`config.mk`:
```
export PLATFORM = sky130hd
export DESIGN_NAME = sow_top
export DESIGN_NICKNAME = d
export VERILOG_FILES = /design/src/common/sow_pkg.sv /design/src/logic/sow_top.sv
export SDC_FILE = /design/constraint.sdc
export NUM_CORES = 1
export LEC_CHECK = 0
export ABC_AREA = 1
export BUFFER_PORTS_ARGS = -buffer_cell sky130_fd_sc_hd__clkbuf_2
export CORE_MARGIN = 5
export CORE_UTILIZATION = 35
export CTS_CLUSTER_DIAMETER = 40
export DETAILED_ROUTE_END_ITERATION = 10
export PLACE_DENSITY = 0.6
export SETUP_SLACK_MARGIN = 0.02
export SLEW_MARGIN = 20
export SYNTH_ARGS = -nofsm -noshare
export SYNTH_HDL_FRONTEND = slang
export SYNTH_SLANG_ARGS = --single-unit
```
`constraint.sdc`:
```
create_clock -name clock -period 6.1 [get_ports clock]
set_clock_uncertainty 0.15 [all_clocks]
set_input_delay 0.61 -clock clock [delete_from_list [all_inputs] [get_ports clock]]
set_output_delay 0.61 -clock clock [all_outputs]
set_load 0.02 [all_outputs]
```
`src/common/sow_pkg.sv`:
```
// package: offsets, field positions, reset values and timing counts
// assumes a 100 MHz bus clock and a registered avalon-mm slave
package sow_pkg;
  // register byte addresses
  localparam logic [4:0] ADDR_OPT1   = 5'h00;
  localparam logic [4:0] ADDR_OPT2   = 5'h04;
  localparam logic [4:0] ADDR_PNH    = 5'h08;
  localparam logic [4:0] ADDR_PNL    = 5'h0c;
  localparam logic [4:0] ADDR_RSTAT  = 5'h10;
  localparam logic [4:0] ADDR_IRQ_ST = 5'h14;
  localparam logic [4:0] ADDR_IRQ_MK = 5'h18;
  localparam logic [4:0] ADDR_EVENT  = 5'h1c;
  // option one fields
  localparam int OPT1_TO_HI  = 7;
  localparam int OPT1_TO_LO  = 6;
  localparam int OPT1_HALT   = 5;
  localparam int OPT1_EXTERNAL_TIMER_CLOCK   = 4;
  localparam int OPT1_DBG    = 1;
  localparam int OPT1_RSTP   = 0;
  localparam logic [7:0] OPT1_WMASK = 8'hf3;
  // option two fields
  localparam int OPT2_CLKS   = 7;
  localparam int OPT2_WIN    = 6;
  // reset-status fields
  localparam int RSTAT_WDOG  = 5;
  localparam int RSTAT_ILOP  = 4;
  // event / interrupt bits
  localparam int EV_WDOG     = 0;
  localparam int EV_ILOP     = 1;
  localparam int EV_WIN      = 2;
  // reset values
  localparam logic [1:0] RST_TIMEOUT = 2'h0;
  localparam logic       RST_HALT    = 1'b0;
  localparam logic       RST_EXTERNAL_TIMER_CLOCK    = 1'b0;
  localparam logic       RST_DBG     = 1'b1;
  localparam logic       RST_RSTP    = 1'b0;
  // refresh key bytes
  localparam logic [7:0] KEY_FIRST   = 8'h55;
  localparam logic [7:0] KEY_SECOND  = 8'haa;
  // timing
  localparam int CLK_HZ       = 100_000_000;
  localparam int LPO_HZ       = 1_000;
  localparam int LPO_DIV      = CLK_HZ / LPO_HZ;
  localparam int LOG_LPO_1    = 5;
  localparam int LOG_LPO_2    = 8;
  localparam int LOG_LPO_3    = 10;
  localparam int LOG_BUS_1    = 13;
  localparam int LOG_BUS_2    = 16;
  localparam int LOG_BUS_3    = 18;
  localparam int WIN_BUS_1    = 6144;
  localparam int WIN_BUS_2    = 49152;
  localparam int WIN_BUS_3    = 196608;
  typedef enum logic [1:0] {KEY_IDLE, KEY_ARMED} sow_key_t;
endpackage

```
`src/logic/sow_top.sv`:
```
// holds the option registers, part number and watchdog
// assumes rst is any reset and por_rst the power-on reset only
//
// Our own choices: the placing of the registers and the Avalon-MM slave port.
`timescale 1ns/1ps
module sow_top #(
  parameter int          LPO_DIV     = sow_pkg::LPO_DIV,
  parameter int          WIN_BUS_1   = sow_pkg::WIN_BUS_1,
  parameter int          WIN_BUS_2   = sow_pkg::WIN_BUS_2,
  parameter int          WIN_BUS_3   = sow_pkg::WIN_BUS_3,
  parameter int          LOG_BUS_1   = sow_pkg::LOG_BUS_1,
  parameter int          LOG_BUS_2   = sow_pkg::LOG_BUS_2,
  parameter int          LOG_BUS_3   = sow_pkg::LOG_BUS_3,
  parameter logic [11:0] PART_NUMBER = 12'h0a5
) (
  input  wire logic        clock,
  input  wire logic        rst,
  input  wire logic        por_rst,
  input  wire logic [4:0]  avs_address,
  input  wire logic        avs_read,
  input  wire logic        avs_write,
  input  wire logic [31:0] avs_writedata,
  input  wire logic [3:0]  avs_byteenable,
  output logic      [31:0] avs_readdata,
  output logic             avs_waitrequest,
  input  wire logic        halt_executed,
  output logic             halt_allowed,
  output logic             system_reset_req,
  output logic             timer_clock_pin_enable,
  output logic             debug_pin_enable,
  output logic             reset_pin_enable,
  output logic             reset_pin_pullup,
  output logic             irq
);
  // PART_NUMBER value is arbitrary
  // pre_q is 17 bits and cnt_q 18 bits: refuse what they cannot hold
  initial begin
    if (LPO_DIV < 2 || LPO_DIV > 131072) begin
      $error("sow_top: LPO_DIV must lie in 2..131072");
    end
    if (LOG_BUS_1 < 2 || LOG_BUS_3 > 18) begin
      $error("sow_top: LOG_BUS values must lie in 2..18");
    end
    if (LOG_BUS_1 >= LOG_BUS_2 || LOG_BUS_2 >= LOG_BUS_3) begin
      $error("sow_top: LOG_BUS values must rise strictly");
    end
    if (WIN_BUS_1 >= (1 << LOG_BUS_1)) begin
      $error("sow_top: WIN_BUS_1 must lie inside its period");
    end
    if (WIN_BUS_2 >= (1 << LOG_BUS_2)) begin
      $error("sow_top: WIN_BUS_2 must lie inside its period");
    end
    if (WIN_BUS_3 >= (1 << LOG_BUS_3)) begin
      $error("sow_top: WIN_BUS_3 must lie inside its period");
    end
  end

  ////////////////////////////////////////////////////////////////////////////
  // bus slave: one wait state per access, answer on the second edge
  logic        ack_q;
  logic [31:0] rdata_q;
  wire         req     = avs_read | avs_write;
  wire         take    = req & ~ack_q;
  wire         wr_take = avs_write & take & avs_byteenable[0];
  wire [7:0]   wbyte   = avs_writedata[7:0];
  wire [4:0]   a       = avs_address;

  assign avs_waitrequest = req & ~ack_q;
  assign avs_readdata    = rdata_q;

  ////////////////////////////////////////////////////////////////////////////
  // option registers
  logic [1:0] timeout_q;
  logic       halt_en_q, external_timer_clock_q, dbg_q, rstp_q;
  logic       opt1_lock_q, clks_q, win_q, opt2_lock_q;
  logic [2:0] irq_st_q, irq_mk_q;
  logic       wdog_flag_q, ilop_flag_q;

  wire wr_opt1  = wr_take & (a == sow_pkg::ADDR_OPT1);
  wire wr_opt2  = wr_take & (a == sow_pkg::ADDR_OPT2);
  wire wr_rstat = wr_take & (a == sow_pkg::ADDR_RSTAT);
  wire wr_ist   = wr_take & (a == sow_pkg::ADDR_IRQ_ST);
  wire wr_imk   = wr_take & (a == sow_pkg::ADDR_IRQ_MK);
  wire w1_ok    = wr_opt1 & ~opt1_lock_q;
  wire w2_ok    = wr_opt2 & ~opt2_lock_q;

  // option one write-once fields
  always_ff @(posedge clock or posedge rst) begin
    if (rst) begin
      timeout_q <= sow_pkg::RST_TIMEOUT;
      halt_en_q <= sow_pkg::RST_HALT;
      dbg_q     <= sow_pkg::RST_DBG;
    end else if (w1_ok) begin
      timeout_q <= wbyte[sow_pkg::OPT1_TO_HI:sow_pkg::OPT1_TO_LO];
      halt_en_q <= wbyte[sow_pkg::OPT1_HALT];
      dbg_q     <= wbyte[sow_pkg::OPT1_DBG];
    end
  end

  // the lock closes on the first write, whatever data it carries,
  // so a stray later write cannot reopen the watchdog settings
  always_ff @(posedge clock or posedge rst) begin
    if (rst) begin
      opt1_lock_q <= 1'b0;
    end else if (w1_ok) begin
      opt1_lock_q <= 1'b1;
    end
  end

  // timer clock pin enable ignores the lock
  always_ff @(posedge clock or posedge rst) begin
    if (rst) begin
      external_timer_clock_q <= sow_pkg::RST_EXTERNAL_TIMER_CLOCK;
    end else if (wr_opt1) begin
      external_timer_clock_q <= wbyte[sow_pkg::OPT1_EXTERNAL_TIMER_CLOCK];
    end
  end

  // option two locks on its own first write
  always_ff @(posedge clock or posedge rst) begin
    if (rst) begin
      clks_q      <= 1'b0;
      win_q       <= 1'b0;
      opt2_lock_q <= 1'b0;
    end else if (w2_ok) begin
      clks_q      <= wbyte[sow_pkg::OPT2_CLKS];
      win_q       <= wbyte[sow_pkg::OPT2_WIN];
      opt2_lock_q <= 1'b1;
    end
  end

  // reset-pin enable survives every reset except power-on
  always_ff @(posedge clock or posedge por_rst) begin
    if (por_rst) begin
      rstp_q <= sow_pkg::RST_RSTP;
    end else if (w1_ok) begin
      rstp_q <= wbyte[sow_pkg::OPT1_RSTP];
    end
  end

  assign halt_allowed           = halt_en_q;
  assign timer_clock_pin_enable = external_timer_clock_q;
  assign debug_pin_enable       = dbg_q;
  assign reset_pin_enable       = rstp_q & ~external_timer_clock_q;
  assign reset_pin_pullup       = rstp_q & ~external_timer_clock_q;

  ////////////////////////////////////////////////////////////////////////////
  // watchdog: slow tick prescaler and main counter
  function automatic int unsigned sel3(input logic [1:0] c, input int v1,
                                      input int v2, input int v3);
    sel3 = (c == 2'h1) ? v1 : (c == 2'h2) ? v2 : v3;
  endfunction

  logic [16:0] pre_q;
  logic [17:0] cnt_q;
  sow_pkg::sow_key_t key_q;
  logic        rst_req_q;

  wire wd_on    = (timeout_q != 2'h0);
  wire pre_wrap = (pre_q == 17'(LPO_DIV - 1));
  wire tick     = clks_q ? 1'b1 : pre_wrap;
  wire [4:0] log_sel = clks_q
    ? 5'(sel3(timeout_q, LOG_BUS_1, LOG_BUS_2, LOG_BUS_3))
    : 5'(sel3(timeout_q, sow_pkg::LOG_LPO_1, sow_pkg::LOG_LPO_2,
              sow_pkg::LOG_LPO_3));
  wire [18:0] period   = 19'h1 << log_sel;
  // window opens after three quarters of the period on the slow tick, at WIN_BUS_1, 2 or 3 on the bus clock
  wire [18:0] win_open = clks_q
    ? 19'(sel3(timeout_q, WIN_BUS_1, WIN_BUS_2, WIN_BUS_3))
    : 19'(period - (period >> 2));
  wire in_window = ({1'b0, cnt_q} >= win_open);
  wire overflow  = wd_on & tick & ({1'b0, cnt_q} == period - 19'h1);
  wire early_wr  = wd_on & win_q & wr_rstat & ~in_window;
  wire key_done  = wr_rstat & (key_q == sow_pkg::KEY_ARMED) &
                   (wbyte == sow_pkg::KEY_SECOND);
  wire refresh   = key_done & ~early_wr;
  wire ilop      = halt_executed & ~halt_en_q;
  wire cause_any = overflow | early_wr | ilop;

  always_ff @(posedge clock or posedge rst) begin
    if (rst) begin
      pre_q <= 17'h0;
    end else if (~wd_on | pre_wrap | refresh) begin
      pre_q <= 17'h0;
    end else begin
      pre_q <= pre_q + 17'h1;
    end
  end

  always_ff @(posedge clock or posedge rst) begin
    if (rst) begin
      cnt_q <= 18'h0;
    end else if (~wd_on | refresh | overflow) begin
      cnt_q <= 18'h0;
    end else if (tick) begin
      cnt_q <= cnt_q + 18'h1;
    end
  end

  always_ff @(posedge clock or posedge rst) begin
    if (rst) begin
      key_q <= sow_pkg::KEY_IDLE;
    end else if (wr_rstat) begin
      case (key_q)
        sow_pkg::KEY_IDLE: begin
          key_q <= (wbyte == sow_pkg::KEY_FIRST) ? sow_pkg::KEY_ARMED
                                                 : sow_pkg::KEY_IDLE;
        end
        sow_pkg::KEY_ARMED: begin
          // a repeated first key keeps the sequence armed
          if (wbyte == sow_pkg::KEY_FIRST) begin
            key_q <= sow_pkg::KEY_ARMED;
          end else begin
            key_q <= sow_pkg::KEY_IDLE;
          end
        end
        default: begin
          key_q <= sow_pkg::KEY_IDLE;
        end
      endcase
    end
  end

  // request pulse; the reset controller drives rst in answer
  always_ff @(posedge clock or posedge rst) begin
    if (rst) begin
      rst_req_q <= 1'b0;
    end else begin
      rst_req_q <= cause_any;
    end
  end
  assign system_reset_req = rst_req_q;

  // cause flags live on por_rst so they survive the reset they cause
  // each new cause replaces the old one: only the latest reset counts
  always_ff @(posedge clock or posedge por_rst) begin
    if (por_rst) begin
      wdog_flag_q <= 1'b0;
    end else if (cause_any) begin
      wdog_flag_q <= overflow | early_wr;
    end
  end

  always_ff @(posedge clock or posedge por_rst) begin
    if (por_rst) begin
      ilop_flag_q <= 1'b0;
    end else if (cause_any) begin
      ilop_flag_q <= ilop;
    end
  end

  ////////////////////////////////////////////////////////////////////////////
  // interrupt status: set wins over write-one-to-clear
  wire [2:0] ev_set = {early_wr, ilop, overflow};
  wire [2:0] ev_clr = {3{wr_ist}} & wbyte[2:0];
  logic [2:0] irq_st_d;

  // one sticky bit per event; a set in the clearing cycle is kept
  generate
    for (genvar i = 0; i < 3; i++) begin : g_ist
      assign irq_st_d[i] = ev_set[i] | (irq_st_q[i] & ~ev_clr[i]);
    end
  endgenerate

  always_ff @(posedge clock or posedge rst) begin
    if (rst) begin
      irq_st_q <= 3'h0;
    end else begin
      irq_st_q <= irq_st_d;
    end
  end

  always_ff @(posedge clock or posedge rst) begin
    if (rst) begin
      irq_mk_q <= 3'h0;
    end else if (wr_imk) begin
      irq_mk_q <= wbyte[2:0];
    end
  end
  assign irq = |(irq_st_q & irq_mk_q);

  ////////////////////////////////////////////////////////////////////////////
  // read mux; unmapped addresses read zero
  // reserved part number bits read zero, a fixed pick of "indeterminate"
  wire [7:0] opt1_rd  = {timeout_q, halt_en_q, external_timer_clock_q, 2'b00, dbg_q, rstp_q};
  wire [7:0] opt2_rd  = {clks_q, win_q, 6'h00};
  wire [7:0] pnh_rd   = {4'h0, PART_NUMBER[11:8]};
  wire [7:0] rstat_rd = {2'b00, wdog_flag_q, ilop_flag_q, 4'h0};
  wire [7:0] ist_rd   = {5'h00, irq_st_q};
  wire [7:0] imk_rd   = {5'h00, irq_mk_q};
  logic [7:0] rmux;
  always_comb begin
    rmux = 8'h00;
    case (a)
      sow_pkg::ADDR_OPT1:   rmux = opt1_rd;
      sow_pkg::ADDR_OPT2:   rmux = opt2_rd;
      sow_pkg::ADDR_PNH:    rmux = pnh_rd;
      sow_pkg::ADDR_PNL:    rmux = PART_NUMBER[7:0];
      sow_pkg::ADDR_RSTAT:  rmux = rstat_rd;
      sow_pkg::ADDR_IRQ_ST: rmux = ist_rd;
      sow_pkg::ADDR_IRQ_MK: rmux = imk_rd;
      default:              rmux = 8'h00;
    endcase
  end

  always_ff @(posedge clock or posedge rst) begin
    if (rst) begin
      ack_q <= 1'b0;
    end else begin
      ack_q <= take;
    end
  end

  // read data are caught when the request is taken and then held
  always_ff @(posedge clock or posedge rst) begin
    if (rst) begin
      rdata_q <= 32'h0;
    end else if (take & avs_read) begin
      rdata_q <= {24'h0, rmux};
    end
  end
endmodule

```
# [After elaboration in Yosys (flattened, before gate mapping)]
# Cells that the tools add are included.
# W data, S select, Z words.
[classes] n_addsub=4 order_cmp=1 eq_ne=12 shifts=1 n_mux=15 bitwise=47 reduce_logical=6
[ops] operator="$mux W18" count=4
[ops] operator="$pmux W8 S6" count=1
[ops] operator="$and A1 B1 Y1" count=24
[ops] operator="$eq A18 B19 Y1" count=1
[ops] operator="$ge A18 B19 Y1" count=1
[ops] operator="$mux W19" count=1
[ops] operator="$shl A1 B5 Y19 const A" count=1
[ops] operator="$sub A19 B1 Y19 const B" count=1
[ops] operator="$sub A19 B17 Y19" count=1
[ops] operator="$add A18 B1 Y18 const B" count=1
[ops] operator="$add A17 B1 Y17 const B" count=1
[ops] operator="$eq A17 B17 Y1 const B" count=1
[ops] operator="$mux W17" count=1
[ops] operator="$eq A5 B5 Y1 const B" count=3
[ops] operator="$not A1 Y1" count=11
[ops] operator="$mux W5" count=2
[ops] operator="$or A1 B1 Y1" count=10
[ops] operator="$eq A8 B7 Y1 const B" count=1
[ops] operator="$eq A8 B8 Y1 const B" count=1
[ops] operator="$and A3 B3 Y3" count=2
[ops] operator="$eq A5 B3 Y1 const B" count=1
[ops] operator="$eq A5 B4 Y1 const B" count=1
[ops] operator="$logic_not A5 Y1" count=1
[ops] operator="$eq A2 B1 Y1 const B" count=2
[ops] operator="other kinds (8)" count=12
[word_totals] reg_bits=65 inputBits=47 elab_cells=105

# [Depth between registers and ports, before layout]
[logic_depth] word_depth=15 ltp_mapped=32

# [Least setup slack after synthesis]
# OpenSTA, ideal clock, no wires.
[synth_path] path_type="reg-to-reg" start="register timeout_q[1]" end="register pre_q[15]" setup_time_ps=80 t_arrival_ps=3995 path_slack_ps=1874 stages_incl_launch_ff=30 synth_period_minus_slack_ps=4226 cell_sequence="dfrtp_1 > inv_1 > ha_1 > inv_1 > ha_1 > inv_2 > nand2_4 > inv_1 > nand2_1 > nor2_1 > inv_1 > ha_1 > nand3_1 > nor4_1 > nand3_1 > nand3_1 > nand2_1 > nand3_1 > o21ai_0 > ha_1 > nand2_1 > inv_1 > a221oi_1 > nand2_1 > nand2_1 > nand2_2 > nand2_4 > nand2_4 > buf_6 > nor3_2"
[synth_via] elab_chain_len=14 word_cells_on_any_way=24
[synth_lines] item="start, declared" line="sow_top.sv:73" text="logic [1:0] timeout_q;"
[synth_lines] item="start signal, assigned" line="sow_top.sv:90" text="timeout_q <= sow_pkg::RST_TIMEOUT;"
[synth_lines] item="start signal, assigned" line="sow_top.sv:94" text="timeout_q <= wbyte[sow_pkg::OPT1_TO_HI:sow_pkg::OPT1_TO_LO];"
[synth_lines] item="$eq A2 B2 Y1" line="sow_top.sv:151" text="sel3 = (c == 2'h1) ? v1 : (c == 2'h2) ? v2 : v3;"
[synth_lines] item="$mux W2" line="sow_top.sv:151"
[synth_lines] item="$mux W4 or $mux W5 (tied branches)" line="sow_top.sv:151"
[synth_lines] item="$mux W5" line="sow_top.sv:163" text="? 5'(sel3(timeout_q, LOG_BUS_1, LOG_BUS_2, LOG_BUS_3))"
[synth_lines] item="$shl A1 B5 Y19" line="sow_top.sv:166" text="wire [18:0] period = 19'h1 << log_sel;"
[synth_lines] item="$sub A19 B17 Y19" line="sow_top.sv:170" text=": 19'(period - (period >> 2));"
[synth_lines] item="$mux W19" line="sow_top.sv:169" text="? 19'(sel3(timeout_q, WIN_BUS_1, WIN_BUS_2, WIN_BUS_3))"
[synth_lines] item="$ge A18 B19 Y1" line="sow_top.sv:171" text="wire in_window = ({1'b0, cnt_q} >= win_open);"
[synth_lines] item="$not A1 Y1" line="sow_top.sv:173" text="wire early_wr = wd_on & win_q & wr_rstat & ~in_window;"
[synth_lines] item="$and A1 B1 Y1" line="sow_top.sv:173"
[synth_lines] item="$not A1 Y1" line="sow_top.sv:176" text="wire refresh = key_done & ~early_wr;"
[synth_lines] item="$and A1 B1 Y1" line="sow_top.sv:176"
[synth_lines] item="$or A1 B1 Y1 *" line="sow_top.sv:183" text="end else if (~wd_on | pre_wrap | refresh) begin"
[synth_lines] item="$mux W17 *" line="sow_top.sv:183"
[synth_lines] item="end signal, assigned" line="sow_top.sv:186" text="pre_q <= pre_q + 17'h1;"
[synth_lines] item="end, declared" line="sow_top.sv:154" text="logic [16:0] pre_q;"
# Mark *: on every way between the ends. The rest lies on a longest branch, timed or not.
# A chain may end at the register's enable or synchronous reset.

# [Worst setup path in the final report]
[layout_path] start="register timeout_q[1]" end="register cnt_q[9]"
[layout_via] elab_chain_len=15 word_cells_on_any_way=29
[layout_lines] item="$eq A2 B2 Y1" line="sow_top.sv:151"
[layout_lines] item="$mux W2" line="sow_top.sv:151"
[layout_lines] item="$mux W4 or $mux W5 (tied branches)" line="sow_top.sv:151"
[layout_lines] item="$mux W5" line="sow_top.sv:163"
[layout_lines] item="$shl A1 B5 Y19" line="sow_top.sv:166"
[layout_lines] item="$sub A19 B17 Y19" line="sow_top.sv:170"
[layout_lines] item="$mux W19" line="sow_top.sv:169"
[layout_lines] item="$ge A18 B19 Y1" line="sow_top.sv:171"
[layout_lines] item="$not A1 Y1" line="sow_top.sv:173"
[layout_lines] item="$and A1 B1 Y1" line="sow_top.sv:173"
[layout_lines] item="$not A1 Y1" line="sow_top.sv:176"
[layout_lines] item="$and A1 B1 Y1" line="sow_top.sv:176"
[layout_lines] item="$or A1 B1 Y1" line="sow_top.sv:193" text="end else if (~wd_on | refresh | overflow) begin"
[layout_lines] item="$or A1 B1 Y1 *" line="sow_top.sv:193"
[layout_lines] item="$mux W18 or $reduce_bool A2 Y1 (tied branches)"
[layout_lines] item="end signal, assigned" line="sow_top.sv:196" text="cnt_q <= cnt_q + 18'h1;"
[layout_lines] item="end, declared" line="sow_top.sv:155" text="logic [17:0] cnt_q;"
# Marked as above.

==> flow_summary.json <==
{
  "dp_cells": 935,
  "synth_fa_ha_area_share_pct": 10.3,
  "drc": 0,
  "grt_pass1_wl_um": 20600,
  "num_rows": 44,
  "ant_nets": 0,
  "gr-usage-met1_pct": 22.4,
  "p_switching_w": 0.000256,
  "cts_max_path_buffers": 2,
  "crit_type": "flip-flop to flip-flop",
  "viasPerCell": 4.83,
  "core_mm2": 0.0144,
  "final_max_slew_viol_count": 0,
  "synth-simple-area-share_pct": 33.7,
  "whs_ns": 0.304,
  "required_ns": 6.20,
  "grt_max_degree": 61,
  "num_io_pins": 87,
  "cp_common_cell": "nand2_1",
  "grt_pass1_vias": 4139,
  "cp_data_arrival_time_ns": 5.47,
  "cts_tree": "done",
  "sequentialPowerShare_pct": 39.1,
  "cts.repair.resized": 0,
  "num_vias": 4596,
  "ys_top_cells_by_area": "dfrtp_1 (31%), nand2_1 (14%), ha_1 (10%)",
  "crit_path_max_incr_delay_ns": 0.43,
  "cp-end-kind": "flip-flop",
  "rsz0062_at_grt": "no",
  "finalWirelength_um": 12500,
  "status": "completed",
  "syn_inst": 729,
  "ys_types": 38,
  "crit_family": "simple AND/OR/NAND/NOR gates",
  "die-area_mm2": 0.0170,
  "drt_iter0_drc": 353,
  "yosys-mux-area-fraction_pct": 0,
  "synth_seq_cells": 63,
  "p_leak_nw": 2.87,
  "synth-seq-area-share_pct": 31.1,
  "power_frac_comb_pct": 5.7,
  "drt-pass1-iter-count": 5,
  "max-slew-margin-rel_pct": 48.7,
  "hold_class": "flip-flop to flip-flop",
  "drive_gt1_share_pct": 9.11,
  "cts_htree_levels": 3,
  "tightest_slew_ns": 0.769,
  "synth_top_area_share_pct": 30.5,
  "layout_commonest_cell": "nand2_1",
  "swShare_pct": 23.3,
  "post-route-period-util_pct": 88.1,
  "intPower_w": 0.000845,
  "grtUsageMet2_pct": 22.6,
  "cts.clk_slew.worst_paths_ns": 0.06,
  "fmax_mhz": 186,
  "portBuffers": 34,
  "overflow": 0,
  "busiest_layer": "met2",
  "fp.dieH_um": 130,
  "startpoint_type": "flip-flop",
  "synth-edff-count": 0,
  "area_growth_pct": 11.9,
  "period_minus_slack_ns": 5.37,
  "grt_use_met3_pct": 2.32,
  "path_max_fanout": 23,
  "ys_warn_count": 0,
  "synth_top_cell_by_area": "dfrtp_1",
  "clock-root-buffer": "clkbuf_16",
  "synth_xor_area_share_pct": 4.48,
  "initial_utilization_pct": 35.4,
  "die_width_um": 130,
  "antenna_found_initial": 0,
  "mostFrequentLayoutCells": "nand2_1 (187), inv_1 (101), nor2_1 (79)",
  "clock_sinks": 63,
  "synth_top_family_by_area": "simple AND/OR/NAND/NOR gates",
  "finalPower_w": 0.00110,
  "layoutNonFillerInstCount": 952,
  "hpwl_um": 9590,
  "numCtsBuffers": 9,
  "crit_slowest_cell": "dfrtp_1",
  "syn_avg_cell_area_um2": 6.97,
  "ys_async_sr_fraction_pct": 100,
  "clkLatencyLatePin_ns": 0.33,
  "wl_per_cell_um": 13.2,
  "cap_violations": 0,
  "irDropWorstVdd_uv": 161,
  "pwr-share-clk_pct": 55.2,
  "fin_tns_setup_ns": 0,
  "synthFlopType": "dfrtp_1",
  "num_antenna_cells": 0,
  "synth_compound_area_share_pct": 7.36,
  "fin_nets": 852,
  "setup_viol": 0,
  "syn_area_mm2": 0.00508,
  "power_density_mw_per_mm2": 194,
  "gr-usage-all-layers_pct": 15.0,
  "place_congestion": 0.895,
  "path_buf_inv": 6,
  "hold_viol": 0
}
[flip-flops by register name (all words and copies together) (netlist names)]
signal,count
avs_readdata,7
halt_allowed,1
cnt_q,18
wdog_flag_q,1
pre_q,17
opt1_lock_q,1
timer_clock_pin_enable,1
ack_q,1
timeout_q,2
opt2_lock_q,1
system_reset_req,1
rstp_q,1
key_q,1
debug_pin_enable,1
irq_st_q,3
win_q,1
ilop_flag_q,1
clks_q,1
irq_mk_q,3
[routing by layer]
metal	part of all wire [%]	vias up
li1	-	2386
met1	50	2107
met2	45	91
met3	3.9	12
met4	1.1	0
met5	0	-
[path summary, 6_finish.rpt]
kind                                   start  cells past startpoint  slack (ns)          end
worst max-delay path            timeout_q[1]                     28        0.73     cnt_q[9]
worst min-delay path             opt1_lock_q                      2        0.30  opt1_lock_q
worst max register to register  timeout_q[1]                     28        0.73     cnt_q[9]
worst min register to register   opt1_lock_q                      2        0.30  opt1_lock_q
max in group asynchronous                rst                      3        4.96    cnt_q[15]
min in group asynchronous                rst                      3        0.32  irq_mk_q[0]
[through the flow]
step                instance area (um2)  setup WS, ns  util [%]
finish                             5680         0.726      39.6
global route                       5680         0.252      39.6
CTS                                5680         0.754      39.6
detailed placement                 5320         0.795      37.1
global placement                   5320         0.732      37.1
floorplan                          5170          1.87         -
[repair_timing]
action	in CTS	in global routing
hold buffers	1	0
endpoints found under the hold margin	3	0
setup buffers	0	0
[worst register-to-register path, delay by kind of cell (launching register included)]
family          cells  cell delay (ns)
simple gates       16             2.28
buf+inv             6             0.70
compound gates      2             0.32
flops               1             0.43
fa+ha+maj           4             1.40
[power groups by stage]
| stage | logic (W) | clock network [W] | registers [W] |
|---|---|---|---|
| global placement | 0.0000619 | 0 | 0.000438 |
| global route | 0.0000702 | 0.000637 | 0.000431 |
| floorplan | 0.0000495 | 0 | 0.000441 |
| detailed placement | 0.0000620 | 0 | 0.000438 |
| CTS | 0.0000630 | 0.000617 | 0.000431 |
| finish | 0.0000625 | 0.000608 | 0.000431 |
[synth_stat cells (3+ instances only)]
library cell / instances
nand2_1: 187
inv_1: 102
nor2_1: 79
dfrtp_1: 62
ha_1: 42
nand3_1: 42
nand4_1: 33
o21ai_0: 31
buf_4: 30
a21oi_1: 22
xor2_1: 19
nor3_1: 16
nor4_1: 13
xnor2_1: 7
clkbuf_1: 6
o211ai_1: 5
a31oi_1: 3
nand2_4: 3
or2_2: 3
[cell type report]
class,instances,area (um2)
Clock inverter,7,125
Multi-Input combinational cell,547,2930
Tap cell,184,230
Clock buffer,9,225
Fill cell,1512,8680
Timing Repair Buffer,38,203
Sequential cell,63,1580
Inverter,104,390
[logic make-up after synthesis]
| kind of cell | Yosys count |
|---|---|
| xor gates and xnor gates | 26 |
| buffers and inverters | 143 |
| and+or+nand+nor | 386 |
| adders and majority gates | 42 |
| DFF | 63 |
| other | 1 |
| AOI/OAI and AO/OA | 68 |
Note: power is estimated with default switching activity, not from simulation.
